==> src/lcu_pkg.sv <==
package lcu_pkg;

  // ----------------------------------------------------------------
  // register bus
  // ----------------------------------------------------------------
  localparam int unsigned ADDR_W      = 4;
  localparam int unsigned DATA_W      = 32;
  typedef logic [ADDR_W-1:0] lcu_addr_t;
  typedef logic [DATA_W-1:0] lcu_data_t;

  localparam lcu_addr_t   CTL_OFFSET  = 4'h0;
  localparam lcu_addr_t   GLS_OFFSET  = 4'h4;
  localparam lcu_data_t   CTL_RESET   = 32'h0000_0000;
  localparam lcu_data_t   GLS_RESET   = 32'h0000_0000;
  localparam lcu_data_t   UNMAPPED_RD = 32'h0000_0000;
  // writable control bits: 19:16, 15, 13, 11, 10, 7, 5, 2:0
  localparam lcu_data_t   CTL_WMASK   = 32'h000F_ACA7;

  // ----------------------------------------------------------------
  // channel layout
  // ----------------------------------------------------------------
  localparam int unsigned NUM_GATES   = 4;
  localparam int unsigned NUM_SRC     = 4;
  localparam int unsigned GATE_SEL_W  = 2 * NUM_SRC;
  typedef logic [GATE_SEL_W-1:0] lcu_gate_sel_t;
  typedef logic [NUM_SRC-1:0]    lcu_src_t;
  typedef logic [NUM_GATES-1:0]  lcu_gates_t;

  // ----------------------------------------------------------------
  // cell functions
  // ----------------------------------------------------------------
  typedef enum logic [2:0] {
    MODE_AND_OR  = 3'h0,
    MODE_OR_XOR  = 3'h1,
    MODE_AND4    = 3'h2,
    MODE_SR      = 3'h3,
    MODE_DFF     = 3'h4,
    MODE_OR4     = 3'h5,
    MODE_XOR4    = 3'h6,
    MODE_PASS    = 3'h7
  } lcu_mode_t;

  // ----------------------------------------------------------------
  // control register layout, msb first
  // ----------------------------------------------------------------
  typedef struct packed {
    logic [11:0] rsv_hi;
    lcu_gates_t  gate_invert;
    logic        module_on;
    logic        rsv14;
    logic        stop_when_idle;
    logic        rsv12;
    logic        rise_irq_enable;
    logic        fall_irq_enable;
    logic [1:0]  rsv9_8;
    logic        pin_drive_enable;
    logic        cell_output_state;
    logic        out_invert;
    logic [1:0]  rsv4_3;
    lcu_mode_t   mode;
  } lcu_ctl_t;

endpackage

==> src/lcu_gate.sv <==
`timescale 1ns/1ns
module lcu_gate
  import lcu_pkg::*;
(
  input  wire lcu_pkg::lcu_gate_sel_t sel,
  input  wire lcu_pkg::lcu_src_t      src,
  input  wire logic                   invert,
  output logic                        gate_out
);

  // ----------------------------------------------------------------
  // per-source terms: odd bit admits true, even bit admits inverted
  // ----------------------------------------------------------------
  wire lcu_src_t true_terms;
  wire lcu_src_t inv_terms;
  wire           gate_or;

  genvar i;
  generate
    for (i = 0; i < NUM_SRC; i++)
    begin : g_src
      assign true_terms[i] = sel[2*i+1] & src[i];  // [RULE_10] [RULE_11] [RULE_12] [RULE_13]
      assign inv_terms[i]  = sel[2*i] & ~src[i];   // [RULE_13]
    end
  endgenerate

  // none enabled gives zero
  assign gate_or  = |(true_terms | inv_terms);     // [RULE_13]
  assign gate_out = gate_or ^ invert;              // [RULE_01]

endmodule

==> src/lcu_top.sv <==
// Function
// RULE_01: per-gate polarity bit inverts gate output
// RULE_02: enabled module combines inputs through cell
// RULE_03: disabled module holds cell output low
// RULE_04: stop-when-idle freezes cell during idle
// RULE_05: rising cell edge raises interrupt when enabled
// RULE_06: falling cell edge raises interrupt when enabled
// RULE_07: software sets at most one edge enable
// RULE_08: pin driven only while drive enable set
// RULE_09: unused control bits read zero, ignore writes
// RULE_10: gate 3 source enables in bits 20:16; code gives each gate an 8-bit field, the third field is bits 23:16
// RULE_11: gate 2 source enables in bits 15:8
// RULE_12: gate 1 bits 7:5 select source 4/3; code uses bits 7:4 of the first field for the two top sources
// RULE_13: remaining selects follow pattern; gate ORs terms
// RULE_14: cell function chosen; output sampled on clock
`timescale 1ns/1ns
module lcu_top
  import lcu_pkg::*;
(
  input  wire logic               CLK,
  input  wire logic               RST_N,
  input  wire lcu_pkg::lcu_addr_t REG_ADDR,
  input  wire lcu_pkg::lcu_data_t REG_WDATA,
  input  wire logic               REG_WR,
  input  wire logic               REG_RD,
  output lcu_pkg::lcu_data_t      REG_RDATA,
  input  wire lcu_pkg::lcu_src_t  DATA_SRC,
  input  wire logic               IDLE_MODE,
  output logic                    CELL_OUT,
  output logic                    PIN_OUT,
  output logic                    PIN_OE,
  output logic                    IRQ_REQ
);

  // ----------------------------------------------------------------
  // registers
  // ----------------------------------------------------------------
  lcu_ctl_t  ctl_reg;
  lcu_ctl_t  ctl_next;
  lcu_data_t gls_reg;
  lcu_data_t gls_next;
  lcu_data_t rdata_reg;
  lcu_data_t rdata_next;
  logic      cell_reg;
  logic      cell_next;
  logic      latch_reg;
  logic      latch_next;
  logic      g1_prev_reg;
  logic      g1_prev_next;
  logic      irq_reg;
  logic      irq_next;
  logic      oe_reg;

  // ----------------------------------------------------------------
  // address decode
  // ----------------------------------------------------------------
  wire logic hit_ctl;
  wire logic hit_gls;
  wire logic wr_ctl;
  wire logic wr_gls;

  assign hit_ctl = (REG_ADDR == CTL_OFFSET);
  assign hit_gls = (REG_ADDR == GLS_OFFSET);
  assign wr_ctl  = REG_WR & hit_ctl;
  assign wr_gls  = REG_WR & hit_gls;

  // ----------------------------------------------------------------
  // register write
  // ----------------------------------------------------------------
  // only implemented bits take the write; the status bit is never written
  wire lcu_data_t ctl_stored;
  wire lcu_data_t ctl_written;

  assign ctl_stored  = ctl_reg & CTL_WMASK;
  assign ctl_written = (REG_WDATA & CTL_WMASK) | (ctl_stored & ~CTL_WMASK);  // [RULE_09]
  assign ctl_next    = wr_ctl ? lcu_ctl_t'(ctl_written) : lcu_ctl_t'(ctl_stored);
  assign gls_next    = wr_gls ? REG_WDATA : gls_reg;                         // [RULE_10] [RULE_11] [RULE_12]

  // ----------------------------------------------------------------
  // read path
  // ----------------------------------------------------------------
  // the live cell state is merged at read time rather than stored
  lcu_ctl_t       ctl_view;
  wire lcu_data_t rd_mux;

  always_comb
  begin
    ctl_view                   = lcu_ctl_t'(ctl_stored);  // [RULE_09]
    ctl_view.cell_output_state = cell_reg;                // [RULE_14]
  end

  assign rd_mux     = hit_ctl ? lcu_data_t'(ctl_view) :
                      hit_gls ? gls_reg : UNMAPPED_RD;
  // read data stand for exactly one cycle
  assign rdata_next = REG_RD ? rd_mux : UNMAPPED_RD;

  // ----------------------------------------------------------------
  // gates
  // ----------------------------------------------------------------
  lcu_gates_t gate_val;

  genvar g;
  generate
    for (g = 0; g < NUM_GATES; g++)
    begin : g_gate
      lcu_gate u_gate (
        .sel      (gls_reg[g*GATE_SEL_W +: GATE_SEL_W]),
        .src      (DATA_SRC),
        .invert   (ctl_reg.gate_invert[g]),  // [RULE_01]
        .gate_out (gate_val[g])
      );
    end
  endgenerate

  // ----------------------------------------------------------------
  // cell function
  // ----------------------------------------------------------------
  wire logic set_in;
  wire logic reset_in;
  wire logic g1_rise;
  wire logic halted;
  logic      func_out;

  assign set_in   = gate_val[0] | gate_val[1];
  assign reset_in = gate_val[2] | gate_val[3];
  assign g1_rise  = gate_val[0] & ~g1_prev_reg;
  // idle only halts when software asked for it
  assign halted   = ctl_reg.stop_when_idle & IDLE_MODE;  // [RULE_04]

  // latch state used by the sr and flip-flop functions; reset dominates set
  always_comb
  begin
    latch_next = latch_reg;
    unique case (ctl_reg.mode)
      MODE_SR:
      begin
        if (reset_in)
          latch_next = 1'b0;
        else if (set_in)
          latch_next = 1'b1;
      end
      MODE_DFF:
      begin
        if (gate_val[2])
          latch_next = 1'b0;
        else if (gate_val[3])
          latch_next = 1'b1;
        else if (g1_rise)
          latch_next = gate_val[1];
      end
      default:
        latch_next = 1'b0;
    endcase
  end

  always_comb
  begin
    func_out = 1'b0;
    unique case (ctl_reg.mode)                                                  // [RULE_14]
      MODE_AND_OR: func_out = (gate_val[0] & gate_val[1]) | (gate_val[2] & gate_val[3]);
      MODE_OR_XOR: func_out = set_in ^ reset_in;
      MODE_AND4:   func_out = &gate_val;
      MODE_SR:     func_out = latch_next;
      MODE_DFF:    func_out = latch_next;
      MODE_OR4:    func_out = |gate_val;
      MODE_XOR4:   func_out = ^gate_val;
      MODE_PASS:   func_out = gate_val[0];
    endcase
  end

  // ----------------------------------------------------------------
  // sampled cell output
  // ----------------------------------------------------------------
  // frozen while halted so no edge and no interrupt appear during idle
  always_comb
  begin
    cell_next    = cell_reg;
    g1_prev_next = g1_prev_reg;
    if (!ctl_reg.module_on)
    begin
      cell_next    = 1'b0;                                 // [RULE_03]
      g1_prev_next = 1'b0;
    end
    else if (!halted)                                      // [RULE_04]
    begin
      cell_next    = func_out ^ ctl_reg.out_invert;        // [RULE_02] [RULE_14]
      g1_prev_next = gate_val[0];
    end
  end

  // ----------------------------------------------------------------
  // edge interrupt
  // ----------------------------------------------------------------
  // with both enables set every toggle would request; software avoids that
  wire logic rise_seen;
  wire logic fall_seen;

  assign rise_seen = cell_next & ~cell_reg;
  assign fall_seen = ~cell_next & cell_reg;
  assign irq_next  = (ctl_reg.rise_irq_enable & rise_seen)   // [RULE_05] [RULE_07]
                   | (ctl_reg.fall_irq_enable & fall_seen);  // [RULE_06]

  // ----------------------------------------------------------------
  // state update
  // ----------------------------------------------------------------
  always_ff @(posedge CLK)
  begin
    if (!RST_N)
    begin
      ctl_reg   <= lcu_ctl_t'(CTL_RESET);
      gls_reg   <= GLS_RESET;
      rdata_reg <= UNMAPPED_RD;
    end
    else
    begin
      ctl_reg   <= ctl_next;
      gls_reg   <= gls_next;
      rdata_reg <= rdata_next;
    end
  end

  always_ff @(posedge CLK)
  begin
    if (!RST_N)
    begin
      cell_reg    <= 1'b0;
      latch_reg   <= 1'b0;
      g1_prev_reg <= 1'b0;
      irq_reg     <= 1'b0;
      oe_reg      <= 1'b0;
    end
    else
    begin
      cell_reg    <= cell_next;
      latch_reg   <= (ctl_reg.module_on && !halted) ? latch_next : (ctl_reg.module_on & latch_reg);
      g1_prev_reg <= g1_prev_next;
      irq_reg     <= irq_next;
      oe_reg      <= ctl_next.pin_drive_enable;  // [RULE_08]
    end
  end

  // ----------------------------------------------------------------
  // outputs
  // ----------------------------------------------------------------
  assign REG_RDATA = rdata_reg;
  assign CELL_OUT  = cell_reg;
  assign PIN_OUT   = cell_reg;
  assign PIN_OE    = oe_reg;   // [RULE_08]
  assign IRQ_REQ   = irq_reg;

endmodule

==> config.mk <==
export PLATFORM = sky130hd
export DESIGN_NAME = lcu_top
export DESIGN_NICKNAME = d
export VERILOG_FILES = /design/src/lcu_pkg.sv /design/src/lcu_gate.sv /design/src/lcu_top.sv
export SDC_FILE = /design/constraint.sdc
export NUM_CORES = 1
export LEC_CHECK = 0
export CAP_MARGIN = 20
export CORE_ASPECT_RATIO = 1.2
export CORE_MARGIN = 2
export CORE_UTILIZATION = 60
export DETAILED_ROUTE_END_ITERATION = 12
export DONT_BUFFER_PORTS = 1
export GPL_TIMING_DRIVEN = 0
export PLACE_DENSITY_LB_ADDON = 0.25
export SLEW_MARGIN = 20
export SYNTH_ARGS = -nofsm -noshare
export SYNTH_HDL_FRONTEND = slang
export SYNTH_SLANG_ARGS = --single-unit
==> constraint.sdc <==
create_clock -name CLK -period 4.8 [get_ports CLK]
set_input_delay 0.48 -clock CLK [delete_from_list [all_inputs] [get_ports CLK]]
set_output_delay 0.48 -clock CLK [all_outputs]
set_load 0.05 [all_outputs]
# Word level (Yosys, flattened, before mapping)
# Cells that the tools add are included.
# word_totals
n_memories	0
input_bits	45
reg_bits	81
ramBits	0
wordCells	118
romBits	0
latchBits	0
out_inout_bits	36
# op_classes
bitwise	67
div	0
n_reduce_logical	15
mul	0
order_cmp	0
eq_ne	8
n_mux	13
shift	0
add_sub_neg	0
# ops
cell	n
1-bit AND	43
20-bit two-way mux	2
4-bit OR reduction	6
4-bit bitwise OR	4
3-bit equality test (second input constant)	4
1-bit inverter	10
1-bit two-way mux	8
8-bit two-way mux	1
1-bit one-hot mux with 7 select lines	1
3-bit by 2-bit equality test with 1-bit output (second input constant)	2
1-bit XOR	6
4-bit by 3-bit equality test with 1-bit output (second input constant)	1
4-bit zero test	1
1-bit bitwise OR	4
2-bit AND reduction	2
4-bit AND reduction	1
4-bit XOR reduction	1
3-bit by 1-bit equality test with 1-bit output (second input constant)	1
3-bit zero test	1
1-bit one-hot mux with 2 select lines	1
2-bit OR reduction	1
1-bit logical AND	1
1-bit zero test	1

# Logic depth before layout (Yosys ltp)
# Gate-level depths: netlist of run 1.
# depth
ltp_word	18
ltp_mapped	14
depth_no_buf	13

# By module
# A second synthesis of run 1 with hierarchy kept.
# hier_totals
cells_unflattened	345
area_unflattened_um2	3218.1
# by_module_without_submodules
mod	area_each_um2	instances	cells_each
lcu_top	2997.9	1	321
lcu_gate	55.1	4	6

# Worst setup path before layout of run 1
# No wires, ideal clock.
# synth_timing
kind	input to register
from	input DATA_SRC[1]
to	register irq_reg (netlist: IRQ_REQ)
setup_ps	122
path_buffers	1
stages	14
path_slack_ps	1976
t_arrival_ps	2702
path_cell_list	buf_6 > mux2i_1 > nand4_2 > xor2_2 > inv_1 > ha_1 > ha_1 > nor2b_1 > o22ai_1 > inv_1 > mux2_4 > a31oi_4 > xnor2_1 > a311o_1
# synth_between
elab_chain_cells	18
elab_cells_between_ends	47
classes_between	9 x mux; 31 x bitwise; 7 x reduce/logical
# synth_rtl
item	line	rtl
start: declaration	lcu_top.sv:27	input wire lcu_pkg::lcu_src_t DATA_SRC,
1-bit inverter	lcu_gate.sv:23	assign inv_terms[i] = sel[2*i] & ~src[i];
1-bit AND	lcu_gate.sv:23	
4-bit bitwise OR (*)	lcu_gate.sv:28	assign gate_or = |(true_terms | inv_terms);
4-bit OR reduction (*)	lcu_gate.sv:28	
1-bit XOR (*)	lcu_gate.sv:29	assign gate_out = gate_or ^ invert;
named net g_gate[0].u_gate.gate_out	lcu_gate.sv:8	output logic gate_out
1-bit AND	lcu_top.sv:126	assign g1_rise = gate_val[0] & ~g1_prev_reg;
1-bit two-way mux	lcu_top.sv:148	else if (g1_rise)
[3 not listed]	n/a	
1-bit one-hot mux with 7 select lines (*)	lcu_top.sv:159	unique case (ctl_reg.mode)
1-bit XOR (*)	lcu_top.sv:186	cell_next = func_out ^ ctl_reg.out_invert;
1-bit two-way mux (*)	lcu_top.sv:184	else if (!halted)
1-bit two-way mux (*)	lcu_top.sv:179	if (!ctl_reg.module_on)
1-bit inverter	lcu_top.sv:199	assign fall_seen = ~cell_next & cell_reg;
1-bit AND	lcu_top.sv:199	
1-bit AND	lcu_top.sv:201	| (ctl_reg.fall_irq_enable & fall_seen);
1-bit bitwise OR (*)	lcu_top.sv:201	
end signal: assignment	lcu_top.sv:237	irq_reg <= irq_next;
end: declaration	lcu_top.sv:50	logic irq_reg;
# Mark *: on every way through the listed nets, which the timed path passes. The rest lies on a longest branch.
# A chain may end at the register's enable or synchronous reset.

# Worst setup path in the final report of run 1
# layout_timing
from	register gls_reg[1]
to	register irq_reg (netlist: IRQ_REQ)
# layout_between
elab_chain_cells	17
elab_cells_between_ends	28
classes_between	9 x mux; 15 x bitwise; 4 x reduce/logical
# layout_rtl
item	line	rtl
start: declaration	lcu_top.sv:40	lcu_data_t gls_reg;
start signal: assignment	lcu_top.sv:217	gls_reg <= gls_next;
1-bit AND (*)	lcu_gate.sv:22	assign true_terms[i] = sel[2*i+1] & src[i];
4-bit bitwise OR (*)	lcu_gate.sv:28	
4-bit OR reduction (*)	lcu_gate.sv:28	
1-bit XOR (*)	lcu_gate.sv:29	
named net g_gate[0].u_gate.gate_out	lcu_gate.sv:8	
1-bit AND	lcu_top.sv:126	
1-bit two-way mux	lcu_top.sv:148	
1-bit two-way mux	lcu_top.sv:146	else if (gate_val[3])
[2 not listed]	n/a	
1-bit one-hot mux with 7 select lines (*)	lcu_top.sv:159	
1-bit XOR (*)	lcu_top.sv:186	
1-bit two-way mux (*)	lcu_top.sv:184	
1-bit two-way mux (*)	lcu_top.sv:179	
1-bit inverter	lcu_top.sv:199	
1-bit AND	lcu_top.sv:199	
1-bit AND	lcu_top.sv:201	
1-bit bitwise OR (*)	lcu_top.sv:201	
# Marked as above.

==> results.tsv, run 1 <==
metric	value	unit
status	complete, no violations	
Core ar.	0.00537	sq mm
Inst Count DP	416	
site row count	29	
Die W	72.4	um
Wirelength per Cell	16.8	um
max-slew violation total from the final report	0	
Worst Tran Pin Value	832	ps
Lkg Pwr	1.42	nW
vias in the first global route	2322	
1st-pass router iterations	4	
Clock H-tree levels	3	
CP Cell Sequence	mux2i_1 -> nand4_2 -> xor2_2 -> inv_1 -> ha_1 -> xor2_1 -> nand2_1 -> a21oi_1 -> a31oi_1 -> mux2_4 -> a31oi_4 -> xnor2_1 -> a311o_1	
DRC marker count from the first detailed-route iteration	129	
crit path launch type	flop	
detailed-route DRC error count	0	
clock tree buffer depth	2	
Sink Count	81	
initial antenna violation count	0	
pin count of the biggest net entering global routing	13	
Syn Area/Cell	9.52	sq um
crit share post-route	0.599	
die footprint	0.00624	sq mm
final hold vios	0	
Gate Count Post-Synth	354	
drt via density	5.68	
#FFs+latches synth	81	
final setup vio count	0	
via count	2455	
Max Clock Skew	4.55	ps
Crit Path Class	flop to flop	
ant diodes	0	
Final Non-Filler Cells	432	
Critical-path top delay cell	dfxtp_1	
top-count cell post-synth	dfxtp_1	
antenna-violating nets left	0	
GRT overflow	0	
RSZ-0062 raised after global routing	no	
Post-Route WL	7.28	mm
total negative slack	0	ps
Resize count post-CTS	0	
post-layout instance area	0.00362	sq mm
Syn Nets	404	
fraction of registers with async set/reset	0	
Post-Syn Area	0.00337	sq mm
total CTS buffers	9	
Starting Density	0.628	
total track usage	0.239	
most common flop cell mapped by yosys	dfxtp_1	
Die Y	86.1	um
DP Area	0.00345	sq mm
Reg clk slew, reported paths	80	ps
biggest cell delay along the critical path	330	ps
Layout area overhead	7.50	%
hold_buf cts	0	
Final Power	1.20	mW
post-place setup slack	1620	ps
Final WS setup	1920	ps
max-cap violations	0	
CTS tree	built	
Critical Path End Type	flop	
Post-synth EDFFs	0	
fmax	348	MHz
clock latency on the worst-skew pair	350	ps
Synth area leader	dfxtp_1	
first-pass GRT wire length	11.3	mm
clock tree root driver cell	clkbuf_8	
fin nets	415	
worst hold path type	input port to flop	
sequential fraction of the synthesis area	0.481	
I/O Pins	81	
most frequent cells after synthesis	81 x dfxtp_1, 70 x nand2_1, 44 x mux2i_1, 33 x a21boi_1, 22 x and3_1	
CP Max Fanout	6	
layout cells sized above 1	0.0676	
Synth warnings	0	
pwr/cell area	331	mW/mm^2
port buffer count	0	
Setup Fix Bufs, Post-CTS	0	
Slew HR	0.445	
CP Buf/Inv Count	1	
VDD IR max	0.241	mV
Synth cell types	36	
Crit path max-delay family	compound AO/OA/AOI/OAI gates	
HPWL after DPL	5.24	mm
min Tclk post-route	2880	ps
Worst EP arrival	3120	ps
Final GP Congestion	0.820	
Synth area leaders	dfxtp_1 48%, mux2i_1 13%, nand2_1 7.8%	
Worst EP required	5040	ps
post-synth top area share	0.481	
[cell type report]
type,count,area [sq um]
fillers,435,1750
flip-flops and latches,81,1620
multi-input cells,240,1590
clock buffers,14,163
plain buffers,26,129
well taps,62,77.6
inverters,7,26.3
clock inverters,2,12.5
[cell usage in the layout (no fill, tap or decap), types with 2 or more instances in the layout]
cell	synthesis	final
nand2_1	70	70
ha_1	5	5
buf_4	2	2
nand3b_1	2	2
clkbuf_8	0	11
mux2i_1	44	44
o21ai_0	2	2
a21oi_1	2	2
and3_1	22	22
clkbuf_1	19	22
dfxtp_1	81	81
nand4_1	3	3
xnor2_1	2	2
inv_1	6	6
xor2_1	3	3
a21boi_1	33	33
buf_6	3	3
nor2b_1	15	15
nand3_1	5	5
nor2_1	18	18
[through the flow]
stage	util	hold slack, ps
2_1_floorplan	-	443
3_3_place_gp	0.642	449
3_5_place_dp	0.642	460
4_1_cts	0.675	250
5_1_grt	0.675	256
6_report	0.675	255
[where the power goes]
part	leakage, nW	switching, mW	internal [mW]
Clock	0.0867	0.237	0.216
Combinational	0.685	0.0373	0.0291
Sequential	0.653	0.00503	0.676
Total	1.42	0.279	0.922
[cells by family (layout without fill, tap and decap cells)]
family,Yosys count,after routing,share of synthesized area
AND/OR/NAND/NOR,141,141,0.199
flip-flops,81,81,0.481
multiplexers,45,45,0.135
AO/OA/AOI/OAI,43,43,0.102
buffers and inverters,33,49,0.0460
XOR/XNOR,6,6,0.0178
adder cells (fa/ha/maj),5,5,0.0186
[worst paths after layout]
path                                 start                  endpoint  slack, ps  cells past startpoint
setup reg to reg   gls_reg[1]$_SDFFE_PN0P_        IRQ_REQ$_SDFF_PN0_       1920                     13
hold reg to reg   gls_reg[22]$_SDFFE_PN0P_  gls_reg[22]$_SDFFE_PN0P_        470                      2
hold / removal                REG_WDATA[2]   gls_reg[2]$_SDFFE_PN0P_        250                      2
setup / recovery   gls_reg[1]$_SDFFE_PN0P_        IRQ_REQ$_SDFF_PN0_       1920                     13
[worst reg2reg max path, cell delays in order, from the launching register on]
cell     delay [ps]
dfxtp_1         330
mux2i_1         250
nand4_2         170
xor2_2          330
inv_1            80
ha_1            290
xor2_1          140
nand2_1          70
a21oi_1         160
a31oi_1          50
mux2_4          290
a31oi_4         190
xnor2_1         100
a311o_1         310
[per-layer routing]
metal	GRT usage	routed length (um)	up-vias
met5	0	0	-
met4	0.118	198	0
li1	-	-	1208
met1	0.313	3240	1160
met3	0.0517	403	16
met2	0.370	3440	71
No activity file was read; power rests on OpenSTA's default activity.
==> run 2, diff against run 1 <==
--- a/config.mk
+++ b/config.mk
@@ -8,7 +8,7 @@
 export CAP_MARGIN = 20
 export CORE_ASPECT_RATIO = 1.2
 export CORE_MARGIN = 2
-export CORE_UTILIZATION = 60
+export CORE_UTILIZATION = 56
 export DETAILED_ROUTE_END_ITERATION = 12
 export DONT_BUFFER_PORTS = 1
 export GPL_TIMING_DRIVEN = 0
==> constraint.sdc (replaced) <==
create_clock -name CLK -period 2.6 [get_ports CLK]
set_input_delay 0.26 -clock CLK [delete_from_list [all_inputs] [get_ports CLK]]
set_output_delay 0.26 -clock CLK [all_outputs]
set_load 0.05 [all_outputs]
==> results.tsv, run 2 (same netlist as run 1, synthesis figures left out) <==
metric	value	unit	change
VDD IR max	0.417	mV	+73%
RSZ-0062 raised after global routing	yes		
clock power share	0.402		+0.025
pin count of the biggest net entering global routing	14		+1
Hold Path Origin	REG_WDATA[10]		
Layout area overhead	14.3	%	
Sink Count	81		unchanged
clock latency on the worst-skew pair	350	ps	about the same
Worst EP required	2840	ps	-2200 ps
Psw	0.532	mW	+90%
biggest cell delay along the critical path	340	ps	about the same
status	finished with violations		
most common cell after layout, fill and taps aside	nand2_1		
Starting Density	0.587		-0.0408
initial antenna violation count	0		unchanged
total CTS buffers	9		unchanged
total negative slack	-153	ps	-153 ps
site row count	30		+3.4%
antenna-violating nets left	0		unchanged
post-place setup slack	-365	ps	-1990 ps
1st-pass router iterations	4		unchanged
Die Y	89.0	um	+3.4%
DRC marker count from the first detailed-route iteration	103		-20%
clock tree buffer depth	2		unchanged
Wirelength per Cell	16.7	um	-1.1%
fin nets	427		+2.9%
Final GP Congestion	0.812		-0.93%
crit path launch type	flop		
WHS	23.6	ps	-231 ps
Crit path max-delay family	compound AO/OA/AOI/OAI gates		
Core ar.	0.00574	sq mm	+6.9%
max-cap violations	0		unchanged
drt via density	5.47		-3.7%
GRT overflow	0		unchanged
layout cells sized above 1	0.160		+0.0921
Sw Share	0.227		-0.00565
crit share post-route	1.03		+0.431
worst hold path type	input port to flop		
CP Max Fanout	3		-3
fmax	373	MHz	+7.4%
min Tclk post-route	2680	ps	-197 ps
via count	2528		+3.0%
Slew HR	0.469		+0.0239
HPWL after DPL	5.37	mm	+2.5%
Crit Path Class	flop to flop		
I/O Pins	81		unchanged
Clock H-tree levels	3		unchanged
CP Cell Sequence	mux2i_1 -> nand4_2 -> xor2_4 -> inv_2 -> ha_4 -> xor2_1 -> nand2_1 -> a21oi_1 -> a31oi_1 -> mux2_4 -> a31oi_4 -> xnor2_2 -> a311o_1		
ant diodes	0		unchanged
CP Buf/Inv Count	1		unchanged
CTS tree	built		
Inst Count DP	434		+4.3%
worst setup path startpoint	gls_reg[7]$_SDFFE_PN0P_		
first-pass GRT wire length	12.0	mm	+6.7%
clock tree root driver cell	clkbuf_8		
port buffer count	0		unchanged
Critical Path End Type	flop		
Reg clk slew, reported paths	80	ps	about the same
Max Clock Skew	10.7	ps	+6.15 ps
total track usage	0.245		+0.00666
Worst Tran Pin Value	796	ps	-35.9 ps
Final Non-Filler Cells	462		+6.9%
Final Power	2.34	mW	+95%
die footprint	0.00666	sq mm	+6.8%
final setup vio count	2		+2
Post-Route WL	7.70	mm	+5.8%
Worst EP arrival	2910	ps	-210 ps
Die W	74.8	um	+3.3%
Int Pwr	1.81	mW	+97%
pwr/cell area	608	mW/mm^2	+84%
failing checks	setup timing		
max-slew violation total from the final report	0		unchanged
vias in the first global route	2513		+8.2%
final hold vios	0		unchanged
FF-to-FF Start	gls_reg[7]$_SDFFE_PN0P_		
Comb pwr share	0.062		+0.007
sequential share of power	0.537		-0.030
Lkg Pwr	1.52	nW	+6.4%
Final WS setup	-79.2	ps	-2000 ps
detailed-route DRC error count	0		unchanged
most frequent cells in the layout	70 x nand2_1, 69 x dfxtp_1, 44 x mux2i_1		
Critical-path top delay cell	dfxtp_1		
==> run 2: cell count changes in the layout (fill, tap and decap cells not counted), moves of 3 or more <==
cell and change:
buf_4 +12, dfxtp_1 -12, dfxtp_2 +12, inv_1 -3
inv_2 +3
==> run 2: repair_timing <==
item                       in CTS  in global routing
pin swaps                       8                  3
setup endpoints to repair       2                  2
gates resized for setup        21                  4
hold buffers                    0                  0
buffers inserted               10                  2
==> run 2: worst paths after layout <==
| check | endpoint | slack (ps) | depth (start not counted) |
|---|---|---|---|
| worst max-delay path | IRQ_REQ$_SDFF_PN0_ | -80 | 13 |
| worst min register to register | gls_reg[10]$_SDFFE_PN0P_ | 470 | 2 |
| worst min-delay path | gls_reg[10]$_SDFFE_PN0P_ | 20 | 2 |
| worst max register to register | IRQ_REQ$_SDFF_PN0_ | -80 | 13 |
==> run 2: worst reg2reg max path: stages (launching register included) <==
cell and delay (ps):
dfxtp_1 340, mux2i_1 220, nand4_2 170, xor2_4 210
inv_2 60, ha_4 260, xor2_1 140, nand2_1 70
a21oi_1 140, a31oi_1 50, mux2_4 300, a31oi_4 180
xnor2_2 100, a311o_1 310
==> run 2: per-layer routing <==
layer	vias up	GRT usage	part of all wire
li1	1229	-	-
met1	1203	0.296	0.41
met4	0	0.122	0.019
met2	79	0.397	0.49
met5	-	0	0
met3	17	0.0699	0.075
==> run 2: power groups by stage <==
| stage | clock, mW | sequential, mW | combinational, mW |
|---|---|---|---|
| after CTS | 0.951 | 1.26 | 0.142 |
| final | 0.942 | 1.26 | 0.145 |
| after global routing | 1.00 | 1.26 | 0.157 |
| after floorplan | 0 | 1.28 | 0.0964 |
| after detailed placement | 0 | 1.29 | 0.123 |
| after global placement | 0 | 1.29 | 0.122 |
==> run 2: area by class of cell <==
class                      count  area (sq um)
fill                         470          1890
multi-input combinational    240          1670
sequential                    81          1640
clock buffer                  12           155
buffer                        26           129
tap                           80           100
timing repair buffer          12          90.1
clock inverter                 4          51.3
inverter                       7          26.3
==> run 2: through the flow <==
stage / cell area [sq um] / util
floorplan: 3370 / -
global placement: 3470 / 0.604
detailed placement: 3470 / 0.604
CTS: 3830 / 0.667
global route: 3850 / 0.671
finish: 3850 / 0.671
